`config.mk`:
```
export PLATFORM = sky130hd
export DESIGN_NAME = fbr_burst_read
export DESIGN_NICKNAME = d
export VERILOG_FILES = /design/src/fbr_pkg.sv /design/src/fbr_pins_if.sv /design/src/fbr_burst_read.sv /design/src/fbr_pin_sync.sv /design/src/fbr_addr_seq.sv
export SDC_FILE = /design/constraint.sdc
export NUM_CORES = 1
export LEC_CHECK = 0
export CORE_AREA = 2 2 116 118
export DETAILED_ROUTE_END_ITERATION = 8
export DIE_AREA = 0 0 118 120
export DONT_BUFFER_PORTS = 1
export REMOVE_ABC_BUFFERS = 1
export SYNTH_ARGS = -nofsm -noshare
export SYNTH_HDL_FRONTEND = slang
export SYNTH_SLANG_ARGS = --single-unit
```
`constraint.sdc`:
```
create_clock -name sys_clk -period 3.7 [get_ports sys_clk]
set_input_delay 0 -clock sys_clk [delete_from_list [all_inputs] [get_ports sys_clk]]
set_output_delay 0 -clock sys_clk [all_outputs]
set_load 0.005 [all_outputs]
```
`src/fbr_pkg.sv`:
```
// constants, types and decode functions for the flash burst read block
package fbr_pkg;

    // widths of the link and the array address
    localparam int ADDR_W    = 24;
    localparam int DATA_W    = 16;
    localparam int HI_W      = 8;
    localparam int CFG_W     = 16;
    localparam int NUM_BANKS = 8;
    localparam int BANK_MSB  = 23;
    localparam int BANK_LSB  = 21;
    localparam int SYNC_W    = 3 + HI_W + DATA_W;

    // configuration word default and field positions
    localparam logic [CFG_W-1:0] CFG_RESET = 16'hDF48;
    localparam int CFG_READ_MODE_BIT = 15;
    localparam int CFG_WAIT_MSB      = 14;
    localparam int CFG_WAIT_LSB      = 11;
    localparam int CFG_POL_BIT       = 10;
    localparam int CFG_TIMING_BIT    = 8;
    localparam int CFG_DRIVE_BIT     = 7;
    localparam int CFG_LEN_MSB       = 2;
    localparam int CFG_LEN_LSB       = 0;

    // wait-state codes and latency offset
    localparam logic [3:0] WAIT_CODE_MIN  = 4'h1;
    localparam logic [3:0] WAIT_CODE_MAX  = 4'hB;
    localparam logic [3:0] LATENCY_OFFSET = 4'h2;
    localparam logic [3:0] LATENCY_MAX    = 4'hD;

    // burst length codes and beat counts
    localparam logic [2:0] LEN_CONT     = 3'h0;
    localparam logic [2:0] LEN_WRAP8    = 3'h2;
    localparam logic [2:0] LEN_WRAP16   = 3'h3;
    localparam logic [4:0] BEATS_WRAP8  = 5'h08;
    localparam logic [4:0] BEATS_WRAP16 = 5'h10;

    // empty edges when a continuous burst enters an idle bank
    localparam logic [3:0] BANK_CROSS_WS = 4'h1;

    // synchroniser reset: link clock low, strobes high, bus zero
    localparam logic [SYNC_W-1:0] SYNC_RESET = {3'h3, 24'h000000};

    typedef enum logic [1:0] {
        MODE_CONT   = 2'b00,
        MODE_WRAP8  = 2'b01,
        MODE_WRAP16 = 2'b10
    } fbr_mode_type;

    typedef enum logic [2:0] {
        ST_IDLE  = 3'b000,
        ST_WAIT  = 3'b001,
        ST_BURST = 3'b010,
        ST_CROSS = 3'b011,
        ST_HOLD  = 3'b100,
        ST_HALT  = 3'b101
    } fbr_state_type;

    // burst length code to mode, unassigned codes run continuous
    function automatic fbr_mode_type fbr_decode_mode(
        input logic [2:0] code
    );
        fbr_mode_type m;
        m = MODE_CONT;
        if (code == LEN_WRAP8) begin
            m = MODE_WRAP8;
        end else if (code == LEN_WRAP16) begin
            m = MODE_WRAP16;
        end
        return m;
    endfunction : fbr_decode_mode

    // wait code to link edges from latch to first data
    function automatic logic [3:0] fbr_latency_edges(
        input logic [3:0] code
    );
        logic [3:0] n;
        n = LATENCY_MAX;
        if (code >= WAIT_CODE_MIN && code <= WAIT_CODE_MAX) begin
            n = code + LATENCY_OFFSET;
        end
        return n;
    endfunction : fbr_latency_edges

    // words delivered by a wrap burst
    function automatic logic [4:0] fbr_beat_limit(input fbr_mode_type m);
        return (m == MODE_WRAP16) ? BEATS_WRAP16 : BEATS_WRAP8;
    endfunction : fbr_beat_limit

endpackage : fbr_pkg

```
`src/fbr_pins_if.sv`:
```
// sampled link pins passed from the synchroniser to the burst engine
`timescale 1ns/10ps
interface fbr_pins_if;
    logic                      bus_clk_rise;
    logic                      ce_n;
    logic                      address_latch_strobe_n;
    logic [fbr_pkg::ADDR_W-1:0] addr;

    modport src (
        output bus_clk_rise,
        output ce_n,
        output address_latch_strobe_n,
        output addr
    );
    modport dst (
        input bus_clk_rise,
        input ce_n,
        input address_latch_strobe_n,
        input addr
    );
endinterface : fbr_pins_if

```
`src/fbr_burst_read.sv`:
```
// synchronous burst read engine and its configuration word
//
// How it works
// continuous burst runs on, wrapping at top, until abort or new address.
// entering an idle bank may add empty edges; host watches ready.
// entering a busy bank halts burst, ready off, data still driven.
// wrap reads stay in the aligned 8- or 16-word group.
// wrap starts at latched word, steps, wraps, gives at most group words.
// 8-word wrap delivers on consecutive edges with no waits.
// last wrap word is held until abort or new address.
// 16-word wrap may add waits at the half crossing; none added here.
// wrap modes never insert 128-word crossing waits.
// hardware reset restores config defaults; command reset keeps config.
// host should write the config word before bursting.
// config word can be read back.
// wait code 1 to 11 gives data on edge 3 to 13 after latch.
// config bit 10 sets ready polarity, high by default.
// config bit 8: 0 ready one edge early, 1 ready with data.
// config bit 7 selects full or half output drive.
// length code 3 is 16-word wrap, default continuous.
// config bit 15 selects burst reads when 0, async by default.
// after latency, one word per edge and the address steps.
// length code 2 is 8-word wrap, other codes reserved.
`timescale 1ns/10ps
module fbr_burst_read (
    // clock and reset
    input  wire logic                       sys_clk,
    input  wire logic                       resetn,
    // link pins
    input  wire logic                       bus_clk,
    input  wire logic                       ce_n,
    input  wire logic                       address_latch_strobe_n,
    input  wire logic [fbr_pkg::HI_W-1:0]   addr_hi,
    input  wire logic [fbr_pkg::DATA_W-1:0] adq_in,
    output logic      [fbr_pkg::DATA_W-1:0] adq_out,
    output logic                            adq_oe,
    output logic                            rdy,
    output logic                            half_drive,
    // command decoder side
    input  wire logic                       cfg_wr_en,
    input  wire logic [fbr_pkg::CFG_W-1:0]  cfg_wr_data,
    input  wire logic                       cmd_reset,
    output logic      [fbr_pkg::CFG_W-1:0]  cfg_rd_data,
    // array side
    output logic      [fbr_pkg::ADDR_W-1:0] mem_addr,
    input  wire logic [fbr_pkg::DATA_W-1:0] mem_rdata,
    input  wire logic [fbr_pkg::NUM_BANKS-1:0] bank_busy
);
    fbr_pins_if pins ();

    logic [fbr_pkg::CFG_W-1:0]  cfg_d,  cfg_q;
    logic                       drive_d, drive_q;
    fbr_pkg::fbr_state_type     state_d, state_q;
    fbr_pkg::fbr_mode_type      mode_d, mode_q;
    logic [3:0]                 cnt_d,  cnt_q;
    logic [4:0]                 beat_d, beat_q;
    logic [fbr_pkg::ADDR_W-1:0] addr_d, addr_q;
    logic [fbr_pkg::DATA_W-1:0] dout_d, dout_q;
    logic                       valid_d, valid_q;
    logic                       pred_d, pred_q;
    logic                       oe_d, oe_q;
    logic                       rdy_d, rdy_q;
    logic [fbr_pkg::ADDR_W-1:0] seq_next;
    logic                       seq_cross;
    logic                       beat_go;
    logic                       latch_go;
    logic                       rdy_act;
    logic [3:0]                 wait_code;
    logic                       pol_bit;
    logic                       timing_bit;
    logic [2:0]                 next_bank;

    fbr_pin_sync u_sync (
        .sys_clk                (sys_clk),
        .resetn                 (resetn),
        .bus_clk                (bus_clk),
        .ce_n                   (ce_n),
        .address_latch_strobe_n (address_latch_strobe_n),
        .addr_hi                (addr_hi),
        .adq_in                 (adq_in),
        .pins                   (pins)
    );

    fbr_addr_seq u_seq (
        .mode       (mode_q),
        .addr       (addr_q),
        .next_addr  (seq_next),
        .bank_cross (seq_cross)
    );

    // config fields and the bank of the next address
    assign wait_code  = cfg_q[fbr_pkg::CFG_WAIT_MSB:fbr_pkg::CFG_WAIT_LSB];
    assign pol_bit    = cfg_q[fbr_pkg::CFG_POL_BIT];
    assign timing_bit = cfg_q[fbr_pkg::CFG_TIMING_BIT];
    assign next_bank  = seq_next[fbr_pkg::BANK_MSB:fbr_pkg::BANK_LSB];

    // config word: only a set command or hardware reset changes it, command reset does not
    always_comb begin
        cfg_d   = cfg_wr_en ? cfg_wr_data : cfg_q;
        drive_d = cfg_d[fbr_pkg::CFG_DRIVE_BIT];
    end

    always_ff @(posedge sys_clk or negedge resetn) begin
        if (!resetn) begin
            cfg_q   <= fbr_pkg::CFG_RESET;
            drive_q <= 1'b0;
        end else begin
            cfg_q   <= cfg_d;
            drive_q <= drive_d;
        end
    end

    // start and beat conditions on a link clock rise
    assign latch_go = pins.bus_clk_rise && !pins.address_latch_strobe_n;
    assign beat_go  = pins.bus_clk_rise && pins.address_latch_strobe_n &&
        ((state_q == fbr_pkg::ST_BURST) ||
         (state_q == fbr_pkg::ST_WAIT && cnt_q == 4'h1));

    // burst engine next state
    always_comb begin
        state_d = state_q;
        mode_d  = mode_q;
        cnt_d   = cnt_q;
        beat_d  = beat_q;
        addr_d  = addr_q;
        dout_d  = dout_q;
        valid_d = valid_q;
        pred_d  = pred_q;
        if (pins.ce_n || cmd_reset) begin
            state_d = fbr_pkg::ST_IDLE;
            valid_d = 1'b0;
            pred_d  = 1'b0;
        end else if (pins.bus_clk_rise) begin
            valid_d = 1'b0;
            if (latch_go) begin
                if (!cfg_q[fbr_pkg::CFG_READ_MODE_BIT]) begin
                    state_d = fbr_pkg::ST_WAIT;
                    cnt_d   = fbr_pkg::fbr_latency_edges(wait_code);
                    addr_d  = pins.addr;
                    beat_d  = 5'h00;
                    mode_d  = fbr_pkg::fbr_decode_mode(
                        cfg_q[fbr_pkg::CFG_LEN_MSB:fbr_pkg::CFG_LEN_LSB]);
                end else begin
                    state_d = fbr_pkg::ST_IDLE;
                end
            end else if (beat_go) begin
                // present the word and step the address
                dout_d  = mem_rdata;
                valid_d = 1'b1;
                addr_d  = seq_next;
                state_d = fbr_pkg::ST_BURST;
                if (mode_q != fbr_pkg::MODE_CONT) begin
                    beat_d = beat_q + 5'h01;
                    if (beat_d == fbr_pkg::fbr_beat_limit(mode_q)) begin
                        state_d = fbr_pkg::ST_HOLD;
                        addr_d  = addr_q;
                    end
                end else if (seq_cross) begin
                    if (bank_busy[next_bank]) begin
                        state_d = fbr_pkg::ST_HALT;
                    end else if (fbr_pkg::BANK_CROSS_WS != 4'h0) begin
                        state_d = fbr_pkg::ST_CROSS;
                        cnt_d   = fbr_pkg::BANK_CROSS_WS;
                    end
                end
            end else begin
                unique case (state_q)
                    fbr_pkg::ST_WAIT: begin
                        cnt_d = cnt_q - 4'h1;
                    end
                    fbr_pkg::ST_CROSS: begin
                        if (cnt_q == 4'h1) begin
                            state_d = fbr_pkg::ST_BURST;
                        end else begin
                            cnt_d = cnt_q - 4'h1;
                        end
                    end
                    fbr_pkg::ST_IDLE, fbr_pkg::ST_BURST,
                    fbr_pkg::ST_HOLD, fbr_pkg::ST_HALT: begin
                        state_d = state_q; // held word stays put
                    end
                    default: begin
                        state_d = fbr_pkg::ST_IDLE;
                    end
                endcase
            end
            pred_d = (state_d == fbr_pkg::ST_BURST) ||
                     (state_d == fbr_pkg::ST_WAIT && cnt_d == 4'h1);
        end
        // bus driven from the first word until the burst ends
        oe_d = (state_d != fbr_pkg::ST_IDLE) &&
               (state_d != fbr_pkg::ST_WAIT);
        rdy_act = timing_bit ? valid_d : pred_d;
        rdy_d   = pol_bit ? rdy_act : ~rdy_act;
    end

    always_ff @(posedge sys_clk or negedge resetn) begin
        if (!resetn) begin
            state_q <= fbr_pkg::ST_IDLE;
            mode_q  <= fbr_pkg::MODE_CONT;
            cnt_q   <= 4'h0;
            beat_q  <= 5'h00;
            addr_q  <= 24'h000000;
            dout_q  <= 16'h0000;
            valid_q <= 1'b0;
            pred_q  <= 1'b0;
            oe_q    <= 1'b0;
            rdy_q   <= 1'b0;
        end else begin
            state_q <= state_d;
            mode_q  <= mode_d;
            cnt_q   <= cnt_d;
            beat_q  <= beat_d;
            addr_q  <= addr_d;
            dout_q  <= dout_d;
            valid_q <= valid_d;
            pred_q  <= pred_d;
            oe_q    <= oe_d;
            rdy_q   <= rdy_d;
        end
    end

    // outputs straight from flops
    assign adq_out     = dout_q;
    assign adq_oe      = oe_q;
    assign rdy         = rdy_q;
    assign half_drive  = drive_q;
    assign cfg_rd_data = cfg_q;
    assign mem_addr    = addr_q;

    logic [20:0] grp8;
    logic [19:0] grp16;
    assign grp8  = addr_q[23:3];
    assign grp16 = addr_q[23:4];
endmodule : fbr_burst_read

```
`src/fbr_pin_sync.sv`:
```
// two-stage synchronisers and link clock edge finder
`timescale 1ns/10ps
module fbr_pin_sync (
    // clock and reset
    input  wire logic                       sys_clk,
    input  wire logic                       resetn,
    // raw pins
    input  wire logic                       bus_clk,
    input  wire logic                       ce_n,
    input  wire logic                       address_latch_strobe_n,
    input  wire logic [fbr_pkg::HI_W-1:0]   addr_hi,
    input  wire logic [fbr_pkg::DATA_W-1:0] adq_in,
    // sampled view
    fbr_pins_if.src                         pins
);
    logic [fbr_pkg::SYNC_W-1:0] raw;
    logic [fbr_pkg::SYNC_W-1:0] meta_q;
    logic [fbr_pkg::SYNC_W-1:0] sync_q;
    logic                       clk_prev_d;
    logic                       clk_prev_q;

    assign raw = {bus_clk, ce_n, address_latch_strobe_n, addr_hi, adq_in};

    // one two-flop chain per pin bit
    genvar i;
    generate
        for (i = 0; i < fbr_pkg::SYNC_W; i++) begin : g_sync
            always_ff @(posedge sys_clk or negedge resetn) begin
                if (!resetn) begin
                    meta_q[i] <= fbr_pkg::SYNC_RESET[i];
                    sync_q[i] <= fbr_pkg::SYNC_RESET[i];
                end else begin
                    meta_q[i] <= raw[i];
                    sync_q[i] <= meta_q[i];
                end
            end
        end
    endgenerate

    // previous link clock level, read from the second stage only
    always_comb begin
        clk_prev_d = sync_q[fbr_pkg::SYNC_W-1];
    end

    always_ff @(posedge sys_clk or negedge resetn) begin
        if (!resetn) begin
            clk_prev_q <= 1'b0;
        end else begin
            clk_prev_q <= clk_prev_d;
        end
    end

    // sampled outputs
    assign pins.bus_clk_rise = sync_q[fbr_pkg::SYNC_W-1] & ~clk_prev_q;
    assign pins.ce_n                   = sync_q[fbr_pkg::SYNC_W-2];
    assign pins.address_latch_strobe_n = sync_q[fbr_pkg::SYNC_W-3];
    assign pins.addr = sync_q[fbr_pkg::ADDR_W-1:0];
endmodule : fbr_pin_sync

```
`src/fbr_addr_seq.sv`:
```
// next burst word address for each burst mode
`timescale 1ns/10ps
module fbr_addr_seq (
    // current position
    input  wire fbr_pkg::fbr_mode_type       mode,
    input  wire logic [fbr_pkg::ADDR_W-1:0]  addr,
    // next position
    output logic      [fbr_pkg::ADDR_W-1:0]  next_addr,
    output logic                             bank_cross
);
    // wrap modes only turn the low bits, so no 128-word crossing
    always_comb begin
        next_addr = addr;
        unique case (mode)
            fbr_pkg::MODE_CONT: begin
                next_addr = addr + 24'h000001;
            end
            fbr_pkg::MODE_WRAP8: begin
                next_addr = {addr[23:3], addr[2:0] + 3'h1};
            end
            fbr_pkg::MODE_WRAP16: begin
                next_addr = {addr[23:4], addr[3:0] + 4'h1};
            end
            default: begin
                next_addr = addr;
            end
        endcase
        bank_cross = (mode == fbr_pkg::MODE_CONT) &&
            (next_addr[fbr_pkg::BANK_MSB:fbr_pkg::BANK_LSB] !=
             addr[fbr_pkg::BANK_MSB:fbr_pkg::BANK_LSB]);
    end
endmodule : fbr_addr_seq

```
## Yosys cells after proc, flatten, opt, wreduce, memory -nomap -nowiden

Cells that the tools add are included.

- Register bits after elaboration: 129
- Input port bits: 71
- Output and inout bits: 59
- Logic and storage cells: 171

- $add $sub $neg: 6
- $lt $le $gt $ge: 3
- Equality and inequality tests: 18
- Mux-type cells: 47
- Bitwise gates (word level): 6
- Reductions and logical operators: 24

Operator list:

| kind | count |
|---|---|
| $mux 24 | 5 |
| $pmux 24 s3 | 1 |
| $mux 4 | 10 |
| $mux 3 | 11 |
| $mux 5 | 5 |
| $add 24x1->24 const B | 1 |
| $eq 3x2->1 const B | 5 |
| $mux 1 | 10 |
| $reduce_and 5->1 | 2 |
| $eq 4x1->1 const B | 2 |
| $logic_and 1x1->1 | 8 |
| $pmux 4 s2 | 1 |
| $reduce_and 4->1 | 2 |
| $eq 3x1->1 const B | 2 |
| $eq 3x3->1 const B | 2 |
| $pmux 3 s2 | 1 |
| $reduce_bool 2->1 | 3 |
| $add 5x1->5 const B | 1 |
| $eq 5x5->1 | 1 |
| $not 1->1 | 5 |
| $reduce_or 5->1 | 1 |
| $add 4x1->4 const B | 1 |
| $add 4x2->4 const B | 1 |
| $ge 4x1->1 const B | 1 |
| 19 further kinds | 22 |

## Longest topological paths before layout

- Depth after elaboration: 19
- Depth in mapped cells: 12
- Gate-level depth less buffers: 11

## Modules after synthesis

A second synthesis with hierarchy kept.

- Cell total of the unflattened synthesis: 510
- Area total of the unflattened synthesis: 5,715.5 um^2

By module, submodules not included:

| module | times used | cells an instance | area each (um^2) | sequential area each (um^2) |
|---|---|---|---|---|
| fbr_burst_read | 1 | 381 | 3,764.9 | 1,863.0 |
| fbr_pin_sync | 1 | 56 | 1,395.1 | 1,381.3 |
| fbr_addr_seq | 1 | 73 | 555.5 | 0.0 |

## Worst setup path before layout

Ideal clock, no wire load.

- Path kind: reg2reg
- From: register mode_q[1]
- To: register rdy_q (netlist: rdy)
- Library setup time: 0.137 ns
- Data arrival time: 3.055 ns
- Required time: 3.563 ns
- Slack: 0.508 ns
- Stages on the path, launching flop included: 12
- Buffers on the path: 2
- Period minus slack after synthesis: 3.192 ns
- Cell sequence: dfrtp_1 buf_6 or3b_1 or3_1 or4_1 buf_2 and4_1 o41a_1 and3_4 o221a_2 nor3_2 a311oi_2

- Cells in the longest elaborated chain, start to end: 19
- Elaborated cells on any way between the ends: 36
- Classes of those cells: eq/ne (7); mux (23); bitwise (1); reduce/logical (5)

Ends and longest elaborated chain:

| element | line | RTL |
|---|---|---|
| start, declared | fbr_burst_read.sv:54 | `fbr_pkg::fbr_mode_type mode_d, mode_q;` |
| start signal, assigned | fbr_burst_read.sv:200 | `mode_q <= fbr_pkg::MODE_CONT;` |
| start signal, assigned | fbr_burst_read.sv:211 | `mode_q <= mode_d;` |
| $eq 2x2->1 (tied with other cells) | fbr_pkg.sv:87, fbr_addr_seq.sv:14 |  |
| $pmux 24 s3 | fbr_addr_seq.sv:14 | `unique case (mode)` |
| $bmux 1 s3 | fbr_burst_read.sv:159 | `if (bank_busy[next_bank]) begin` |
| $mux 1 (implied by the code) | fbr_burst_read.sv:159 |  |
| $mux 4 / $mux 3 (equally long branches) | fbr_burst_read.sv:159 |  |
| $mux 4 / $mux 3 (equally long branches) | fbr_burst_read.sv:158 | `end else if (seq_cross) begin` |
| $mux 4 / $mux 3 (equally long branches) | fbr_burst_read.sv:152 | `if (mode_q != fbr_pkg::MODE_CONT) begin` |
| $mux 4 / $mux 3 (equally long branches) | fbr_burst_read.sv:146 | `end else if (beat_go) begin` |
| [... 4 more ...] | - |  |
| $logic_and 1x1->1 | fbr_burst_read.sv:188 | `(state_d == fbr_pkg::ST_WAIT && cnt_d == 4'h1);` |
| $logic_or 1x1->1 * | fbr_burst_read.sv:187 | `pred_d = (state_d == fbr_pkg::ST_BURST) \|\|` |
| $mux 1 * | fbr_burst_read.sv:133 | `end else if (pins.bus_clk_rise) begin` |
| $mux 1 * | fbr_burst_read.sv:129 | `if (pins.ce_n \|\| cmd_reset) begin` |
| $mux 1 * | fbr_burst_read.sv:193 | `rdy_act = timing_bit ? valid_d : pred_d;` |
| $not 1->1 | fbr_burst_read.sv:194 | `rdy_d = pol_bit ? rdy_act : ~rdy_act;` |
| $mux 1 * | fbr_burst_read.sv:194 |  |
| named net rdy_d | fbr_burst_read.sv:62 | `logic rdy_d, rdy_q;` |
| end signal, assigned | fbr_burst_read.sv:219 | `rdy_q <= rdy_d;` |
| end, declared | fbr_burst_read.sv:62 |  |

The timed path passes the listed nets; every way through them passes the cells marked *. The select of a mux whose other input is x is not followed.
A chain may end at the register's enable or synchronous reset.

## Worst setup path after layout

- From: register addr_q (netlist bit mem_addr[20])
- To: register rdy_q (netlist: rdy)

- Cells in the longest elaborated chain, start to end: 19
- Elaborated cells on any way between the ends: 30
- Classes of those cells: add/sub (1); eq/ne (4); mux (21); bitwise (1); reduce/logical (3)

Ends and longest elaborated chain:

| element | line | RTL |
|---|---|---|
| start, declared | fbr_burst_read.sv:57 | `logic [fbr_pkg::ADDR_W-1:0] addr_d, addr_q;` |
| start signal, assigned | fbr_burst_read.sv:214 | `addr_q <= addr_d;` |
| $add 24x1->24 * | fbr_addr_seq.sv:16 | `next_addr = addr + 24'h000001;` |
| $pmux 24 s3 * | fbr_addr_seq.sv:14 |  |
| $bmux 1 s3 | fbr_burst_read.sv:159 |  |
| $mux 1 (implied by the code) | fbr_burst_read.sv:159 |  |
| $mux 4 / $mux 3 (equally long branches) | fbr_burst_read.sv:159 |  |
| $mux 4 / $mux 3 (equally long branches) | fbr_burst_read.sv:158 |  |
| $mux 4 / $mux 3 (equally long branches) | fbr_burst_read.sv:152 |  |
| $mux 4 / $mux 3 (equally long branches) | fbr_burst_read.sv:146 |  |
| [... 4 more ...] | - |  |
| $logic_and 1x1->1 | fbr_burst_read.sv:188 |  |
| $logic_or 1x1->1 * | fbr_burst_read.sv:187 |  |
| $mux 1 * | fbr_burst_read.sv:133 |  |
| $mux 1 * | fbr_burst_read.sv:129 |  |
| $mux 1 * | fbr_burst_read.sv:193 |  |
| $not 1->1 | fbr_burst_read.sv:194 |  |
| $mux 1 * | fbr_burst_read.sv:194 |  |
| named net rdy_d | fbr_burst_read.sv:62 |  |

Marked as above.

==> qor.yml <==
clock_tree:
  cts-root-buf: "clkbuf_16"
  cts_setup_buffers: 0
  cts_tree: "done"
  clock_latency_ps: 420
  cts_buffer_depth: 2
  cts-buffers-inserted: 17
  htree_levels: 4
  postCtsResizedCells: 0
  clkTransAtPathRegs_ps: 60
  cts_hold_buf: 63
  clkSinkCount: 129
detailed_routing:
  drc: 0
  wirelength_microns: 14400
  dr.pass1.iters: 4
  drtIter0Drc: 249
  vias: 4382
  wl_per_cell_microns: 18.41
  antenna_left: 0
  viasPerCell: 5.604
cells_and_area:
  fillers: 1118
  antenna_cells: 0
  nNetsFinal: 669
  area_growth_pct: 25.42
  final_core_util_pct: 55.17
  drive_gt1_share_pct: 16.50
floorplan:
  die_x_microns: 118
  die_h_microns: 120
  coreArea_sq_um: 12980
  initial_core_util_pct: 43.98
  ios: 130
  fp.dieArea_sq_um: 14160
  num_rows: 42
power_and_ir_drop:
  p_leak_nw: 2.961
  pwr-share-clk_pct: 47.8
  p_per_area_nw_per_um2: 507.8
  pwr-share-seq_pct: 43.7
  p_sw_w: 0.0008986
  intPower_w: 0.002738
  netSwitchingFraction_pct: 24.71
  p_comb_share_pct: 8.5
  ir_drop_mv: 0.3484
synthesis:
  synthCells: 527
  ys_seq_elements: 129
  yosysSeqAreaShare_pct: 56.83
  synthFlopType: "dfrtp_1"
  yosys-top-cells-area: "dfrtp_1 51%, mux2_2 6.3%, dfstp_2 6.0%, o21ai_0 4.6%, nor2_1 3.0%"
  synth_warnings: 0
  ys_async_sr_fraction_pct: 100.0
  syn_avg_cell_area_sq_um: 10.83
  netlist.area_leader.share_pct: 50.84
  synth-edff-count: 0
  yosysTopAreaCell: "dfrtp_1"
  syn_area_sq_um: 5709
  synth.distinct_cells: 68
timing:
  tightest_slew_ps: 744.5
  setup_violations: 0
  finalSetupTns_ps: 0
  fmax_ghz: 0.2983
  timing.final.crit_share_pct: 90.61
  hold_violations: 0
  slew_headroom_pct: 50.25
  rsz0062_at_grt: "no"
  fin_hold_ws_ps: 133.8
  fin_skew_ps: 10.47
  fin_crit_ps: 3353
  drv_slew: 0
global_route:
  grt.busiest_layer: "met2"
  grt_pass1_wl_microns: 23680
  grt_overflow: 0
  grt_util_met3_pct: 5.181
  grt.total_usage_pct: 21.54
  met2_usage_pct: 36.23
  antenna_found_initial: 0
  met1_usage_pct: 26.17
  grt_pass1_vias: 4561
  grt_max_degree: 130
job:
  max-cap-violations: 0
worst_setup_path:
  crit_type: "register to register"
  start_kind: "register"
  crit_path_end_kind: "register"
  critPathRequiredTime_ps: 3980
  critical_path.max_fanout: 7
  cp.arrival_ps: 3630
hold_path:
  hold_class: "input pin to register"
place:
  dpl.hpwl_microns: 9589
  port-buffer-count: 0
  gp_congestion: 0.8725
status:
  status: "finished clean"
[Yosys cell counts, types with 6 or more instances]
cell type,count
dfrtp_1,116
o21ai_0,53
nor2_1,46
mux2_2,32
nand2_1,30
a21oi_1,29
clkbuf_1,20
nand3_1,16
nor3_1,15
dfstp_2,13
inv_1,12
nand4_1,10
a22oi_1,8
and3_1,8
nand2b_1,6
nor4_1,6
[per-layer routing]
metal  routed length, microns  share of wire [%]
met1                     5947                 41
met2                     7465                 52
met3                      645                4.5
met4                      340                2.4
met5                        0                  0
[final cells by class]
cell class	count	area [sq um]	share of cell area, %
Tap cell	176	220.2	3.075
Clock inverter	14	180.2	2.516
Multi-Input combinational cell	362	2323	32.45
Clock buffer	18	439.2	6.133
Sequential cell	129	3244	45.31
Timing Repair Buffer	71	708.2	9.890
Inverter	12	45.04	0.6290
[logic make-up after synthesis]
kind of cell / after synthesis / share of synthesized area [%]
muxes: 34 / 6.662
AOI/OAI and AO/OA: 145 / 16.22
and+or+nand+nor: 175 / 16.15
adders and majority gates: 5 / 1.096
xor gates and xnor gates: 3 / 0.4603
DFF: 129 / 56.83
buffers and inverters: 36 / 2.586
[per-stage QoR]
step           power (W)  setup WS [ps]  cell area (sq um)  instances
2_1_floorplan   0.001752          543.9               5607        503
3_3_place_gp    0.001825          481.5               5893        687
3_5_place_dp    0.001835          393.6               5893        687
4_1_cts         0.003675          380.3               7161        782
5_1_grt         0.003780          163.8               7161        782
6_report        0.003636          347.3               7161        782
[cell usage in the layout, fill, tap and decap left out, types with 6 or more instances in the layout]
| master | instances |
|---|---|
| mux2_2 | 32 |
| nor2_1 | 45 |
| and3_1 | 8 |
| dfrtp_1 | 116 |
| nor4_1 | 6 |
| inv_1 | 12 |
| dfstp_2 | 13 |
| nor3_1 | 15 |
| nand3_1 | 16 |
| o21ai_0 | 53 |
| a21oi_1 | 29 |
| nand4_1 | 10 |
| a22oi_1 | 8 |
| nand2b_1 | 6 |
| nand2_1 | 30 |
| buf_4 | 8 |
| clkbuf_16 | 17 |
| dlygate4sd3_1 | 62 |
[registers in the layout (all words and copies together) (netlist names), 2 cells and up]
register and cells:
cnt_q 4, beat_q 5, cfg_rd_data 16, u_sync.meta_q 27, adq_out 16, u_sync.pins.addr 24
mode_q 2, mem_addr 24, state_q 3
[worst paths after layout]
path	depth (start not counted)	endpoint	startpoint	slack, ps
worst min register to register	0	u_sync.pins.addr[1]	u_sync.meta_q[1]	340
max in group asynchronous	2	cnt_q[3]	resetn	3010
worst min-delay path	1	u_sync.meta_q[6]	adq_in[6]	130
worst max register to register	9	rdy	mem_addr[20]	350
worst max-delay path	9	rdy	mem_addr[20]	350
min in group asynchronous	2	u_sync.meta_q[18]	resetn	220
[worst max-delay path: stages (launching register included)]
cell and delay (ps):
dfrtp_1 420, or3b_1 390, or3_1 370, or4_1 540, and4_1 270, o41a_1 460, and3_4 180, o221a_2 300
nor3_2 210, a311oi_2 60
[power by group through the flow]
stage / logic (W) / registers [W] / clock network (W)
5_1_grt: 0.000343 / 0.00160 / 0.00184
4_1_cts: 0.000309 / 0.00159 / 0.00178
2_1_floorplan: 0.000165 / 0.00159 / 0
6_report: 0.000308 / 0.00159 / 0.00174
3_5_place_dp: 0.000220 / 0.00161 / 0
3_3_place_gp: 0.000213 / 0.00161 / 0
Power figures use the tool's default switching activity.
